<file path="src/core/manual_trigger_key_seq_pkg.sv">
// Package for the trigger layer sequencer: map, fields, timing, types
package manual_trigger_key_seq_pkg;

  // ==========================================================================
  // Register byte offsets
  localparam logic [7:0] CTRL_OFF     = 8'h00;
  localparam logic [7:0] SRC_OFF      = 8'h04;
  localparam logic [7:0] ARMCNT_OFF   = 8'h08;
  localparam logic [7:0] SCANCNT_OFF  = 8'h0C;
  localparam logic [7:0] MEASCNT_OFF  = 8'h10;
  localparam logic [7:0] TIMER_OFF    = 8'h14;
  localparam logic [7:0] STATUS_OFF   = 8'h18;
  localparam logic [7:0] IRQSTAT_OFF  = 8'h1C;
  localparam logic [7:0] IRQMASK_OFF  = 8'h20;

  // ==========================================================================
  // CTRL fields (write-one command bits, bits 3 and 4 are levels)
  localparam int CTRL_INIT_BIT  = 0;
  localparam int CTRL_SIGN_BIT  = 1;
  localparam int CTRL_IMM_BIT   = 2;
  localparam int CTRL_CONT_BIT  = 3;
  localparam int CTRL_SCAN_BIT  = 4;
  localparam int CTRL_ABORT_BIT = 5;

  // SRC fields: arm [2:0], scan [6:4], measure [10:8]
  localparam int SRC_ARM_LSB  = 0;
  localparam int SRC_SCAN_LSB = 4;
  localparam int SRC_MEAS_LSB = 8;

  // Interrupt bits
  localparam int IRQ_IGNORED_BIT = 0;
  localparam int IRQ_READING_BIT = 1;
  localparam int IRQ_DONE_BIT    = 2;
  localparam int IRQ_WIDTH       = 3;

  // ==========================================================================
  // Counts: zero means infinite
  localparam int          CNT_W        = 17;
  localparam logic [16:0] CNT_MAX      = 17'h1869F;
  localparam logic [16:0] CNT_INFINITE = 17'h00000;
  localparam logic [16:0] ARM_CNT_RST  = 17'h00001;
  localparam logic [16:0] SCAN_CNT_RST = 17'h00000;
  localparam logic [16:0] MEAS_CNT_RST = 17'h00000;

  // Timer interval in ms, 1 to 999,999,999
  localparam int          TMR_W      = 30;
  localparam logic [29:0] TMR_MIN_MS = 30'h00000001;
  localparam logic [29:0] TMR_MAX_MS = 30'h3B9AC9FF;
  localparam logic [29:0] TMR_RST_MS = 30'h00000001;
  localparam int CLK_PERIOD_NS = 10;
  localparam int TICK_NS       = 1000000;
  localparam int TICK_CYCLES   = TICK_NS / CLK_PERIOD_NS;

  // ==========================================================================
  // Event sources
  typedef enum logic [2:0] {
    SRC_IMM  = 3'h0,
    SRC_EXT  = 3'h1,
    SRC_MAN  = 3'h2,
    SRC_BUS  = 3'h3,
    SRC_LINK = 3'h4,
    SRC_TMR  = 3'h5,
    SRC_HOLD = 3'h6
  } src_e;

  // Sequencer states
  typedef enum logic [3:0] {
    ST_IDLE  = 4'h0,
    ST_ARM   = 4'h1,
    ST_SCAN  = 4'h2,
    ST_MEAS  = 4'h3,
    ST_READ  = 4'h4,
    ST_OPEN  = 4'h5,
    ST_CONF  = 4'h6,
    ST_CLOSE = 4'h7,
    ST_NEXT  = 4'h8
  } state_e;

  // Device action strobes toward the measuring front end
  typedef struct packed {
    logic takeReading;
    logic openChannel;
    logic configNext;
    logic closeChannel;
  } action_s;

  // Raw trigger inputs from outside the clock domain
  typedef struct packed {
    logic extTrigger;
    logic manualTriggerKey;
    logic busTrigger;
    logic linkTrigger;
  } manual_trigger_key_in_s;

endpackage : manual_trigger_key_seq_pkg

</file>
<file path="src/core/trigger_layer_sequencer.sv">
// Trigger layer sequencer: idle, arm, scan and measure layers with AXI4-Lite
//
// Local design decisions: the AXI4-Lite slave port and the placing of the registers.
`default_nettype none

module trigger_layer_sequencer
  import manual_trigger_key_seq_pkg::*;
#(
  parameter int TICK_CYC = TICK_CYCLES
)
(
  // Clock, reset, enable
  input  wire logic          core_clk,
  input  wire logic          srst,
  input  wire logic          clkEn,
  // AXI4-Lite slave
  input  wire logic [7:0]    s_axi_awaddr,
  input  wire logic          s_axi_awvalid,
  output logic               s_axi_awready,
  input  wire logic [31:0]   s_axi_wdata,
  input  wire logic [3:0]    s_axi_wstrb,
  input  wire logic          s_axi_wvalid,
  output logic               s_axi_wready,
  output logic [1:0]         s_axi_bresp,
  output logic               s_axi_bvalid,
  input  wire logic          s_axi_bready,
  input  wire logic [7:0]    s_axi_araddr,
  input  wire logic          s_axi_arvalid,
  output logic               s_axi_arready,
  output logic [31:0]        s_axi_rdata,
  output logic [1:0]         s_axi_rresp,
  output logic               s_axi_rvalid,
  input  wire logic          s_axi_rready,
  // Trigger pins
  input  wire manual_trigger_key_in_s      trigIn,
  // Indicators and actions
  output logic               armedInd,
  output logic               triggerIgnored,
  output action_s            action,
  output logic               irq
);

  initial
  begin
    if (TICK_CYC < 1)
      $error("TICK_CYC must be at least one");
  end

  // ==========================================================================
  // Pin synchronisers and edge detect
  manual_trigger_key_in_s syncA_ff;
  manual_trigger_key_in_s syncB_ff;
  manual_trigger_key_in_s prevB_ff;
  manual_trigger_key_in_s trigPulse;

  // Two stages; only the second stage feeds logic
  always_ff @(posedge core_clk)
  begin
    if (srst)
    begin
      syncA_ff <= '0;
      syncB_ff <= '0;
      prevB_ff <= '0;
    end
    else if (clkEn)
    begin
      syncA_ff <= trigIn;
      syncB_ff <= syncA_ff;
      prevB_ff <= syncB_ff;
    end
  end
  assign trigPulse = syncB_ff & ~prevB_ff;

  // ==========================================================================
  // Registers
  src_e        armSrc_ff, scanSrc_ff, measSrc_ff;
  logic        contInit_ff;
  logic        scanEn_ff;
  logic [16:0] armCnt_ff, scanCnt_ff, measCnt_ff;
  logic [29:0] tmrMs_ff;
  logic [2:0]  irqStat_ff, irqMask_ff;
  logic        initCmd, signCmd, immCmd, abortCmd;

  // Write channel: take address and data in either order
  logic [7:0]  awAddr_ff;
  logic [31:0] wData_ff;
  logic [3:0]  wStrb_ff;
  logic        awHave_ff, wHave_ff;
  logic        doWrite;

  // Readies drop while frozen so that no beat is lost
  assign s_axi_awready = clkEn & ~awHave_ff & ~s_axi_bvalid;
  assign s_axi_wready  = clkEn & ~wHave_ff & ~s_axi_bvalid;
  assign doWrite       = awHave_ff & wHave_ff & ~s_axi_bvalid;
  assign s_axi_bresp   = 2'h0;

  always_ff @(posedge core_clk)
  begin
    if (srst)
    begin
      awHave_ff    <= 1'b0;
      wHave_ff     <= 1'b0;
      awAddr_ff    <= 8'h00;
      wData_ff     <= 32'h00000000;
      wStrb_ff     <= 4'h0;
      s_axi_bvalid <= 1'b0;
    end
    else if (clkEn)
    begin
      if (s_axi_awvalid && s_axi_awready)
      begin
        awHave_ff <= 1'b1;
        awAddr_ff <= s_axi_awaddr;
      end
      if (s_axi_wvalid && s_axi_wready)
      begin
        wHave_ff <= 1'b1;
        wData_ff <= s_axi_wdata;
        wStrb_ff <= s_axi_wstrb;
      end
      if (doWrite)
      begin
        awHave_ff    <= 1'b0;
        wHave_ff     <= 1'b0;
        s_axi_bvalid <= 1'b1;
      end
      else if (s_axi_bready)
        s_axi_bvalid <= 1'b0;
    end
  end

  // Full-word writes only; partial strobes on a field are ignored
  logic wrFull;
  assign wrFull = doWrite && (wStrb_ff == 4'hF);

  assign initCmd  = wrFull && awAddr_ff == CTRL_OFF
                    && wData_ff[CTRL_INIT_BIT];
  assign signCmd  = wrFull && awAddr_ff == CTRL_OFF
                    && wData_ff[CTRL_SIGN_BIT];
  assign immCmd   = wrFull && awAddr_ff == CTRL_OFF
                    && wData_ff[CTRL_IMM_BIT];
  assign abortCmd = wrFull && awAddr_ff == CTRL_OFF
                    && wData_ff[CTRL_ABORT_BIT];

  // Configuration registers; out-of-range counts are clamped
  always_ff @(posedge core_clk)
  begin
    if (srst)
    begin
      armSrc_ff   <= SRC_IMM;
      scanSrc_ff  <= SRC_IMM;
      measSrc_ff  <= SRC_IMM;
      contInit_ff <= 1'b0;
      scanEn_ff   <= 1'b0;
      armCnt_ff   <= ARM_CNT_RST;
      scanCnt_ff  <= SCAN_CNT_RST;
      measCnt_ff  <= MEAS_CNT_RST;
      tmrMs_ff    <= TMR_RST_MS;
      irqMask_ff  <= '0;
    end
    else if (clkEn && wrFull)
    begin
      if (awAddr_ff == CTRL_OFF)
      begin
        contInit_ff <= wData_ff[CTRL_CONT_BIT];
        scanEn_ff   <= wData_ff[CTRL_SCAN_BIT];
      end
      else if (awAddr_ff == SRC_OFF)
      begin
        armSrc_ff  <= src_e'(wData_ff[SRC_ARM_LSB +: 3]);
        scanSrc_ff <= src_e'(wData_ff[SRC_SCAN_LSB +: 3]);
        measSrc_ff <= src_e'(wData_ff[SRC_MEAS_LSB +: 3]);
      end
      else if (awAddr_ff == ARMCNT_OFF)
        armCnt_ff <= (wData_ff[16:0] > CNT_MAX) ? CNT_MAX
                     : wData_ff[16:0];
      else if (awAddr_ff == SCANCNT_OFF)
        scanCnt_ff <= (wData_ff[16:0] > CNT_MAX) ? CNT_MAX
                      : wData_ff[16:0];
      else if (awAddr_ff == MEASCNT_OFF)
        measCnt_ff <= (wData_ff[16:0] > CNT_MAX) ? CNT_MAX
                      : wData_ff[16:0];
      else if (awAddr_ff == TIMER_OFF)
        tmrMs_ff <= (wData_ff[29:0] < TMR_MIN_MS) ? TMR_MIN_MS
                    : (wData_ff[29:0] > TMR_MAX_MS) ? TMR_MAX_MS
                    : wData_ff[29:0];
      else if (awAddr_ff == IRQMASK_OFF)
        irqMask_ff <= wData_ff[2:0];
    end
  end

  // ==========================================================================
  // Sequencer
  state_e      state_ff;
  logic [16:0] armDone_ff, scanDone_ff, measDone_ff;
  logic        scanFirst_ff, measFirst_ff;
  logic        tmrExpired_ff;

  // Event match for a layer's selected source
  function automatic logic evMatch(input src_e s, input manual_trigger_key_in_s p,
                                   input logic tmr, input logic first);
    evMatch = 1'b0;
    case (s)
      SRC_IMM:  evMatch = 1'b1;
      SRC_EXT:  evMatch = p.extTrigger;
      SRC_MAN:  evMatch = p.manualTriggerKey;
      SRC_BUS:  evMatch = p.busTrigger;
      SRC_LINK: evMatch = p.linkTrigger;
      SRC_TMR:  evMatch = first | tmr;
      default:  evMatch = 1'b0;
    endcase
  endfunction : evMatch

  logic armEv, scanEv, measEv;
  logic lastMeas, lastScan, lastArm;
  logic startCmd;

  // Bypass commands satisfy the arm layer even under hold
  assign armEv  = evMatch(armSrc_ff, trigPulse, 1'b0, 1'b0)
                  | signCmd | immCmd;
  assign scanEv = evMatch(scanSrc_ff, trigPulse, tmrExpired_ff,
                          scanFirst_ff);
  assign measEv = evMatch(measSrc_ff, trigPulse, tmrExpired_ff,
                          measFirst_ff);
  assign lastMeas = measCnt_ff != CNT_INFINITE
                    && measDone_ff + 17'h00001 >= measCnt_ff;
  assign lastScan = scanCnt_ff != CNT_INFINITE
                    && scanDone_ff + 17'h00001 >= scanCnt_ff;
  assign lastArm  = armCnt_ff != CNT_INFINITE
                    && armDone_ff + 17'h00001 >= armCnt_ff;
  assign startCmd = initCmd | contInit_ff
                    | trigPulse.manualTriggerKey;

  always_ff @(posedge core_clk)
  begin
    if (srst)
    begin
      state_ff     <= ST_IDLE;
      armDone_ff   <= '0;
      scanDone_ff  <= '0;
      measDone_ff  <= '0;
      scanFirst_ff <= 1'b1;
      measFirst_ff <= 1'b1;
    end
    else if (clkEn)
    begin
      if (abortCmd)
        state_ff <= ST_IDLE;
      else
      begin
        case (state_ff)
          ST_IDLE:
            if (startCmd)
            begin
              state_ff   <= ST_ARM;
              armDone_ff <= '0;
            end
          ST_ARM:
            if (armEv)
            begin
              state_ff     <= ST_SCAN;
              scanDone_ff  <= '0;
              scanFirst_ff <= 1'b1;
            end
          ST_SCAN:
            if (scanEv)
            begin
              state_ff     <= ST_MEAS;
              scanFirst_ff <= 1'b0;
              measDone_ff  <= '0;
              measFirst_ff <= 1'b1;
            end
          ST_MEAS:
            if (measEv)
            begin
              state_ff     <= ST_READ;
              measFirst_ff <= 1'b0;
            end
          ST_READ:
            state_ff <= scanEn_ff ? ST_OPEN : ST_NEXT;
          ST_OPEN:
            state_ff <= ST_CONF;
          ST_CONF:
            state_ff <= ST_CLOSE;
          ST_CLOSE:
            state_ff <= ST_NEXT;
          ST_NEXT:
          begin
            measDone_ff <= measDone_ff + 17'h00001;
            if (!lastMeas)
              state_ff <= ST_MEAS;
            else if (!lastScan)
            begin
              state_ff    <= ST_SCAN;
              scanDone_ff <= scanDone_ff + 17'h00001;
            end
            else if (!lastArm)
            begin
              state_ff   <= ST_ARM;
              armDone_ff <= armDone_ff + 17'h00001;
            end
            else
              state_ff <= ST_IDLE;
          end
          default:
            state_ff <= ST_IDLE;
        endcase
      end
    end
  end

  // ==========================================================================
  // Interval timer: ms tick prescaler plus ms counter, restarts per pass
  logic [31:0] preCnt_ff;
  logic [29:0] msCnt_ff;
  logic        tmrRestart;

  assign tmrRestart = (state_ff == ST_SCAN && scanEv)
                      || (state_ff == ST_MEAS && measEv);

  always_ff @(posedge core_clk)
  begin
    if (srst)
    begin
      preCnt_ff     <= '0;
      msCnt_ff      <= '0;
      tmrExpired_ff <= 1'b0;
    end
    else if (clkEn)
    begin
      if (tmrRestart || state_ff == ST_IDLE)
      begin
        preCnt_ff     <= '0;
        msCnt_ff      <= '0;
        tmrExpired_ff <= 1'b0;
      end
      else if (!tmrExpired_ff)
      begin
        if (preCnt_ff == 32'(TICK_CYC - 1))
        begin
          preCnt_ff <= '0;
          msCnt_ff  <= msCnt_ff + 30'h00000001;
          if (msCnt_ff + 30'h00000001 >= tmrMs_ff)
            tmrExpired_ff <= 1'b1;
        end
        else
          preCnt_ff <= preCnt_ff + 32'h00000001;
      end
    end
  end

  // ==========================================================================
  // Outputs, ignored triggers and interrupts
  logic ignoredEv;
  logic [2:0] irqSet;

  // Ext or key trigger under an immediate layer is dropped;
  // the device action steps still belong to the measure layer
  always_comb
  begin
    ignoredEv = 1'b0;
    if (trigPulse.extTrigger
        || (trigPulse.manualTriggerKey && state_ff != ST_IDLE))
    begin
      if ((state_ff == ST_ARM && armSrc_ff == SRC_IMM)
          || (state_ff == ST_SCAN && scanSrc_ff == SRC_IMM)
          || (state_ff != ST_IDLE && state_ff != ST_ARM
              && state_ff != ST_SCAN && measSrc_ff == SRC_IMM))
        ignoredEv = 1'b1;
    end
  end

  assign irqSet[IRQ_IGNORED_BIT] = ignoredEv;
  assign irqSet[IRQ_READING_BIT] = state_ff == ST_READ;
  assign irqSet[IRQ_DONE_BIT]    = state_ff == ST_NEXT && lastMeas
                                   && lastScan && lastArm;

  // Set beats write-one-to-clear in the same cycle
  always_ff @(posedge core_clk)
  begin
    if (srst)
      irqStat_ff <= '0;
    else if (clkEn)
    begin
      if (wrFull && awAddr_ff == IRQSTAT_OFF)
        irqStat_ff <= (irqStat_ff & ~wData_ff[2:0]) | irqSet;
      else
        irqStat_ff <= irqStat_ff | irqSet;
    end
  end
  assign irq = |(irqStat_ff & irqMask_ff);

  // Registered indicator and action strobes
  always_ff @(posedge core_clk)
  begin
    if (srst)
    begin
      armedInd       <= 1'b0;
      triggerIgnored <= 1'b0;
      action         <= '0;
    end
    else if (clkEn)
    begin
      armedInd            <= state_ff != ST_IDLE;
      triggerIgnored      <= ignoredEv;
      action.takeReading  <= state_ff == ST_READ;
      action.openChannel  <= state_ff == ST_OPEN;
      action.configNext   <= state_ff == ST_CONF;
      action.closeChannel <= state_ff == ST_CLOSE;
    end
  end

  // ==========================================================================
  // Read channel
  logic [31:0] rdMux;

  always_comb
  begin
    rdMux = 32'h00000000;
    if (s_axi_araddr == CTRL_OFF)
      rdMux = {26'h0, 1'b0, scanEn_ff, contInit_ff, 3'h0};
    else if (s_axi_araddr == SRC_OFF)
      rdMux = {21'h0, measSrc_ff, 1'b0, scanSrc_ff, 1'b0, armSrc_ff};
    else if (s_axi_araddr == ARMCNT_OFF)
      rdMux = {15'h0, armCnt_ff};
    else if (s_axi_araddr == SCANCNT_OFF)
      rdMux = {15'h0, scanCnt_ff};
    else if (s_axi_araddr == MEASCNT_OFF)
      rdMux = {15'h0, measCnt_ff};
    else if (s_axi_araddr == TIMER_OFF)
      rdMux = {2'h0, tmrMs_ff};
    else if (s_axi_araddr == STATUS_OFF)
      rdMux = {measDone_ff[15:0], 11'h0, armedInd, state_ff};
    else if (s_axi_araddr == IRQSTAT_OFF)
      rdMux = {29'h0, irqStat_ff};
    else if (s_axi_araddr == IRQMASK_OFF)
      rdMux = {29'h0, irqMask_ff};
  end

  assign s_axi_arready = clkEn & ~s_axi_rvalid;

  always_ff @(posedge core_clk)
  begin
    if (srst)
    begin
      s_axi_rvalid <= 1'b0;
      s_axi_rdata  <= 32'h00000000;
      s_axi_rresp  <= 2'h0;
    end
    else if (clkEn)
    begin
      if (s_axi_arvalid && s_axi_arready)
      begin
        s_axi_rvalid <= 1'b1;
        s_axi_rdata  <= rdMux;
        s_axi_rresp  <= 2'h0;
      end
      else if (s_axi_rready)
        s_axi_rvalid <= 1'b0;
    end
  end

endmodule : trigger_layer_sequencer

`default_nettype wire

</file>
<file path="config.mk">
export PLATFORM = sky130hd
export DESIGN_NAME = trigger_layer_sequencer
export DESIGN_NICKNAME = d
export VERILOG_FILES = /design/src/core/manual_trigger_key_seq_pkg.sv /design/src/core/trigger_layer_sequencer.sv
export SDC_FILE = /design/constraint.sdc
export NUM_CORES = 1
export LEC_CHECK = 0
export BUFFER_PORTS_ARGS = -buffer_cell sky130_fd_sc_hd__buf_2
export CORE_AREA = 2 2 200 163
export DETAILED_ROUTE_END_ITERATION = 7
export DIE_AREA = 0 0 202 165
export PLACE_DENSITY = 0.73
export SLEW_MARGIN = 40
export SYNTH_ARGS = -nofsm -noshare
export SYNTH_HDL_FRONTEND = slang
export SYNTH_SLANG_ARGS = --single-unit
</file>
<file path="constraint.sdc">
create_clock -name core_clk -period 4.8 [get_ports core_clk]
set_clock_uncertainty 0.15 [all_clocks]
set_input_delay 0.24 -clock core_clk [delete_from_list [all_inputs] [get_ports core_clk]]
set_output_delay 0.24 -clock core_clk [all_outputs]
set_load 0.005 [all_outputs]
</file>
==> results of run 1 <==
-- path summary, 6_finish.rpt --
| check | from | end | slack [ps] | depth (start not counted) |
|---|---|---|---|---|
| setup / recovery | measDone_ff[0] | armDone_ff[8] | 260 | 14 |
| hold / removal | s_axi_awvalid | awAddr_ff[2] | 30 | 5 |
| setup reg to reg | measDone_ff[0] | armDone_ff[8] | 260 | 14 |
| hold reg to reg | action[0] | action[0] | 300 | 2 |
-- flip-flops by register name, summed over array words and instances (netlist names), 30 cells and up --
register	cells
preCnt_ff	32
s_axi_rdata	32
msCnt_ff	30
tmrMs_ff	30
wData_ff	30
-- layout make-up --
class	count	share of cell area [%]
inverters	111	2.129
well taps	420	2.685
flip-flops and latches	314	32.12
multi-input cells	1608	50.39
clock buffers	48	5.032
clock inverters	14	1.004
repair buffers	189	6.636
-- worst min-delay path, stage by stage --
cell	delay, ps
buf_2	90
nand2_1	60
nor2_1	120
nand2_1	100
a21oi_1	60
-- synthesized netlist by cell type, types with 30 or more instances --
library cell / number / area [um2]
clkbuf_1: 110 / 412.9
a22oi_1: 30 / 225.2
a211oi_1: 35 / 262.8
and3_1: 30 / 187.7
nand3_1: 90 / 450.4
mux2i_1: 36 / 360.4
xnor2_1: 38 / 332.8
dfxtp_1: 314 / 6286
nor3_1: 38 / 190.2
xor2_1: 34 / 297.8
ha_1: 86 / 1076
a21oi_1: 211 / 1056
nor4_1: 31 / 193.9
inv_1: 109 / 409.1
nand2_1: 286 / 1074
nor2_1: 198 / 743.2
o21ai_0: 78 / 390.4
nand4_1: 33 / 206.5
-- through the flow --
| stage | instance area (um2) | instances | utilization (%) | total power, mW | hold slack (ps) |
|---|---|---|---|---|---|
| 4_1_cts | 19550 | 2704 | 62.80 | 5.783 | 2.671 |
| 6_report | 19570 | 2704 | 62.86 | 5.771 | 29.15 |
| 3_5_place_dp | 17830 | 2588 | 57.27 | 3.009 | 298.4 |
| 5_1_grt | 19570 | 2704 | 62.86 | 5.929 | 63.83 |
| 3_3_place_gp | 17800 | 2587 | 57.18 | 3.003 | 290.4 |
| 2_1_floorplan | 17070 | 2170 | - | 2.895 | 226.0 |
-- repair_timing --
action	in CTS	in global routing
hold buffers	54	0
resized for setup	0	3
hold endpoints to repair	67	0
setup endpoints to repair	0	17
-- where the power goes --
part	internal (mW)	switching [mW]
clock	1.62	1.15
sequential	2.64	0.0469
combinational	0.117	0.196
total	4.37	1.40
-- logic make-up (layout without fill, tap and decap cells) --
kind of cell,after synthesis,in the layout,synth area share (%)
AO/OA/AOI/OAI,571,571,21.83
XOR/XNOR,72,72,3.698
adder cells (fa/ha/maj),86,86,6.310
buffers and inverters,248,362,5.781
flip-flops,314,314,36.86
multiplexers,36,36,2.113
other,1,4,0.02199
AND/OR/NAND/NOR,839,839,23.38
-- per-layer routing --
layer  GRT usage, %  part of all wire [%]  up-vias
met3          6.373                    11      135
met5              0                 0.051        -
met4          12.03                   3.5        4
met1          43.78                    43     7908
li1               -                     -     7976
met2          48.30                    43      830
==> impl_results.md, run 1 <==
- Min-Delay Path Class: in2reg
- Max Cap Violations: 0
- Mapped cell area: 17050 um2
- Slowest-stage cell, CP: or4_4
- Synth unique cells: 76
- Total CTS buffers: 35
- Setup Crit Path Kind: reg2reg
- Setup WS post-layout: 264.0 ps
- Crit Path Max Fanout: 10
- Pleak: 7.336 nW
- Slew @ Worst Pin: 840.0 ps
- Final hold vios: 0
- Pwr per Cell Area: 294.9 nW/um2
- Post-Route WL: 53410 um
- Crit path cell chain: ha_1 -> and3_1 -> nand3_1 -> nor2_1 -> nand3_1 -> xnor2_1 -> ha_1 -> nand4_1 -> a2111oi_1 -> nand2_1 -> a31oi_1 -> nand4_2 -> or4_4 -> o31ai_1
- Vias per cell: 6.233
- H-tree levels: 2
- FMAX: 220.5 MHz
- Clock buffer depth: 3
- Register area: 6286 um2
- Most frequent cells in the layout: dfxtp_1, nand2_1, a21oi_1
- DRT Pass-1 Iters: 7
- Residual DRC: 0
- Starting Density: 54.78%
- Core box area: 31130 um2
- Post-synthesis sequential area ratio: 36.86%
- CTS tree: done
- Cell Rows: 58
- Synthesized instance count: 2167
- Worst Setup Start Kind: flop
- Share of cells above drive strength 1: 9.939%
- Synth warn: 0
- Avg WL per Cell: 19.75 um
- Final antenna-violating net count: 0
- Global-route wire length before repair: 83710 um
- Status: finished clean
- Sinks on the clock net: 314
- Via count: 16853
- Delay-heaviest family, CP: simple AND/OR/NAND/NOR gates
- Total gr overflow: 0
- Clock period minus final worst setup slack: 4536 ps
- Largest net degree at the start of global routing: 105
- Max-slew headroom: 43.97%
- Initial DRC Count: 1990
- Worst-skew pair later-pin latency: 550 ps
- Final setup vio count: 0
- RD Place Congestion: 0.9177
- Leading cell type in the layout, fill and taps excluded: dfxtp_1
- Post-DP HPWL: 37900 um
- Root Buffer: clkbuf_16
- Die Footprint: 33330 um2
- Global Route Usage Sum: 31.52%
- Multi-input gate area: 9862 um2
- I/O Buffers: 105
- Setup TNS: 0 ps
- Area growth, synth to finish: 14.75%
- Clk slew on worst S/H paths: 70 ps
- Most used DFF post-synth: dfxtp_1
- Post-CTS Setup Repair Bufs: 0
- Final period util: 94.50%
- Flops & latches, synth: 314
- WP data arrival: 4830 ps
- Post-synth EDFFs: 0
- WP buf/inv: 0
- Synth Area per Inst: 7.870 um2
- Die H: 165 um
- # fillers: 2715
- Dpl ws: 245.2 ps
- Crit path largest cell delay: 590 ps
- Max-slew violation count: 0
- Unrepaired setup endpoints after global routing: no
- Req. time, crit path: 5100 ps
- Number of diodes: 0
- Die width: 202 um
- Post-synth ARST share: 0%
- I/O pins: 112
- Worst vdd ir: 0.0002632 V
- Vias in the first global route: 15500
- Nets: 2409
- Critical path endpoint category: flop
- Number of antenna violations at the first check in global routing: 5
Note: power is estimated with default switching activity, not from simulation.
==> run 2, diff against run 1 <==
==> constraint.sdc (replaced) <==
create_clock -name core_clk -period 4.5 [get_ports core_clk]
set_clock_uncertainty 0.15 [all_clocks]
set_input_delay 0.225 -clock core_clk [delete_from_list [all_inputs] [get_ports core_clk]]
set_output_delay 0.225 -clock core_clk [all_outputs]
set_load 0.005 [all_outputs]
==> impl_results.md, run 2 (synthesized netlist as in run 1, its figures left out) <==
- Status: finished clean (unchanged)
- Max Cap Violations: 0 (unchanged)
- Worst Hold Depth: 4 (was 5)
- # fillers: 2695 (was 2715)
- Post-Route WL: 53640 um (was 53410 um)
- Via count: 16876 (was 16853)
- Global Route Usage Sum: 31.69% (was 31.52%)
- Worst vdd ir: 0.0002727 V (was 0.0002632 V)
- Clock buffer depth: 3 (unchanged)
- Worst-skew pair later-pin latency: 540 ps (was 550 ps)
- Slew @ Worst Pin: 809.9 ps (was 840.0 ps)
- Avg WL per Cell: 19.80 um (was 19.75 um)
- FMAX: 239.3 MHz (was 220.5 MHz)
- Core Util, Final: 63.52% (was 62.86%)
- Sinks on the clock net: 314 (unchanged)
- Max-slew violation count: 0 (unchanged)
- Unrepaired setup endpoints after global routing: yes (was no)
- WP buf/inv: 2 (was 0)
- Critical path endpoint category: flop (unchanged)
- RD Place Congestion: 0.9148 (was 0.9177)
- Final Non-Filler Cells: 2709 (was 2704)
- Root Buffer: clkbuf_16 (unchanged)
- Total gr overflow: 0 (unchanged)
- Initial DRC Count: 1588 (was 1990)
- Post-CTS Setup Repair Bufs: 0 (unchanged)
- Clk network pwr share: 50.7% (was 48.0%)
- Multi-input gate area: 9877 um2 (was 9862 um2)
- CTS tree: done (unchanged)
- Starting Density: 54.78% (unchanged)
- Slowest-stage cell, CP: dfxtp_1 (was or4_4)
- Pwr per Cell Area: 328.9 nW/um2 (was 294.9 nW/um2)
- Crit Path Max Fanout: 13 (was 10)
- Leading cell type in the layout, fill and taps excluded: dfxtp_1 (unchanged)
- Clock period minus final worst setup slack: 4178 ps (was 4536 ps)
- Core box area: 31130 um2 (unchanged)
- Final antenna-violating net count: 0 (unchanged)
- Final hold vios: 0 (unchanged)
- Final setup vio count: 0 (unchanged)
- Number of diodes: 0 (unchanged)
- Share of cells above drive strength 1: 10.44% (was 9.939%)
- Worst r2r path cells: 16 (was 14)
- H-tree levels: 2 (unchanged)
- Vias per cell: 6.230 (was 6.233)
- Crit path cell chain: ha_1 -> and3_1 -> nand3_1 -> nor3_1 -> buf_4 -> nand3_1 -> xnor2_1 -> ha_1 -> nand2_1 -> o21ai_2 -> o32ai_1 -> a31oi_1 -> nand4_2 -> buf_4 -> o311ai_0 -> o31ai_1 (was ha_1 -> and3_1 -> nand3_1 -> nor2_1 -> nand3_1 -> xnor2_1 -> ha_1 -> nand4_1 -> a2111oi_1 -> nand2_1 -> a31oi_1 -> nand4_2 -> or4_4 -> o31ai_1)
- Pleak: 7.424 nW (was 7.336 nW)
- Design Area, Final: 19780 um2 (was 19570 um2)
- Die Footprint: 33330 um2 (unchanged)
- Most frequent cells in the layout: dfxtp_1, nand2_1, a21oi_1 (unchanged)
- Top flop regs: preCnt_ff x32, s_axi_rdata x32 (unchanged)
- Min-Delay Path Class: in2reg (unchanged)
- Critical path depth: 16 (was 14)
- Internal: 5.001 mW (was 4.374 mW)
- I/O pins: 112 (unchanged)
- Residual DRC: 0 (unchanged)
- Die width: 202 um (unchanged)
- Vias in the first global route: 15578 (was 15500)
- Die H: 165 um (unchanged)
- Number of antenna violations at the first check in global routing: 2 (was 5)
- I/O Buffers: 105 (unchanged)
- Crit path largest cell delay: 400 ps (was 590 ps)
- Delay-heaviest family, CP: compound AO/OA/AOI/OAI gates (was simple AND/OR/NAND/NOR gates)
- Largest net degree at the start of global routing: 104 (was 105)
- DRT Pass-1 Iters: 6 (was 7)
- Area growth, synth to finish: 15.96% (was 14.75%)
- Nets: 2412 (was 2409)
- Net Sw Power: 1.503 mW (was 1.397 mW)
- Max-slew headroom: 45.98% (was 43.97%)
- Combinational share of power: 5.2% (was 5.4%)
- Dpl cell area: 17820 um2 (was 17830 um2)
- Global-route wire length before repair: 84590 um (was 83710 um)
- Placed instance count: 2588 (unchanged)
- WP data arrival: 4430 ps (was 4830 ps)
- Setup Crit Path Kind: reg2reg (unchanged)
- Req. time, crit path: 4760 ps (was 5100 ps)
- Total CTS buffers: 35 (unchanged)
- Reg power frac: 44.1% (was 46.6%)
- Post-DP HPWL: 37840 um (was 37900 um)
- Worst Setup Start Kind: flop (unchanged)
- Clk slew on worst S/H paths: 60 ps (was 70 ps)
- Switching Fraction: 23.10% (was 24.20%)
- Cell Rows: 58 (unchanged)
- Register area: 6286 um2 (unchanged)
- Final period util: 92.85% (was 94.50%)
[run 2: routing by layer]
layer  part of all wire (%)  track usage, %  vias to the layer above  wire length [um]
li1                       -               -                     7989                 -
met1                     44           44.47                     7948             23470
met2                     43           48.25                      794             22970
met3                    9.7           5.702                      141              5178
met4                    3.6           12.40                        4              1947
met5                   0.12           1.190                        -                66
[run 2: final cells by class]
class	instances	area share (%)
clock inverters	23	1.866
multi-input cells	1608	49.94
repair buffers	192	6.789
clock buffers	41	4.853
flip-flops and latches	314	31.79
well taps	420	2.657
inverters	111	2.107
[run 2: final timing paths]
path	startpoint	endpoint	slack [ps]
setup / recovery	measDone_ff[1]	armDone_ff[8]	320
hold / removal	s_axi_awvalid	awHave_ff	60
setup reg to reg	measDone_ff[1]	armDone_ff[8]	320
hold reg to reg	action[0]	action[0]	310
[run 2: repair_timing]
action,in CTS,in global routing
hold endpoints to repair,48,28
gates resized for setup,0,7
endpoints found under the setup margin,0,33
hold buffers,55,1
[run 2: power by group through the flow]
| stage | logic, mW | registers (mW) | clock network, mW |
|---|---|---|---|
| final | 0.338 | 2.87 | 3.30 |
| after global routing | 0.366 | 2.87 | 3.44 |
| after CTS | 0.322 | 2.86 | 3.32 |
| after detailed placement | 0.286 | 2.92 | 0 |
| after global placement | 0.280 | 2.92 | 0 |
| after floorplan | 0.188 | 2.90 | 0 |
[run 2: worst min-delay path, delay by kind of cell]
kind,cells,cell delay (ps)
compound gates,1,80
buf+inv,1,100
simple gates,2,300
[run 2: stage by stage]
step	setup WS (ps)	hold slack [ps]	TNS, ps	total power, mW
final	321.9	65.00	0	6.504
after global routing	-52.91	100.2	-237.9	6.674
after CTS	71.42	4.929	0	6.506
after detailed placement	95.22	294.0	0	3.210
after global placement	252.5	291.4	0	3.203
after floorplan	421.5	211.0	0	3.088
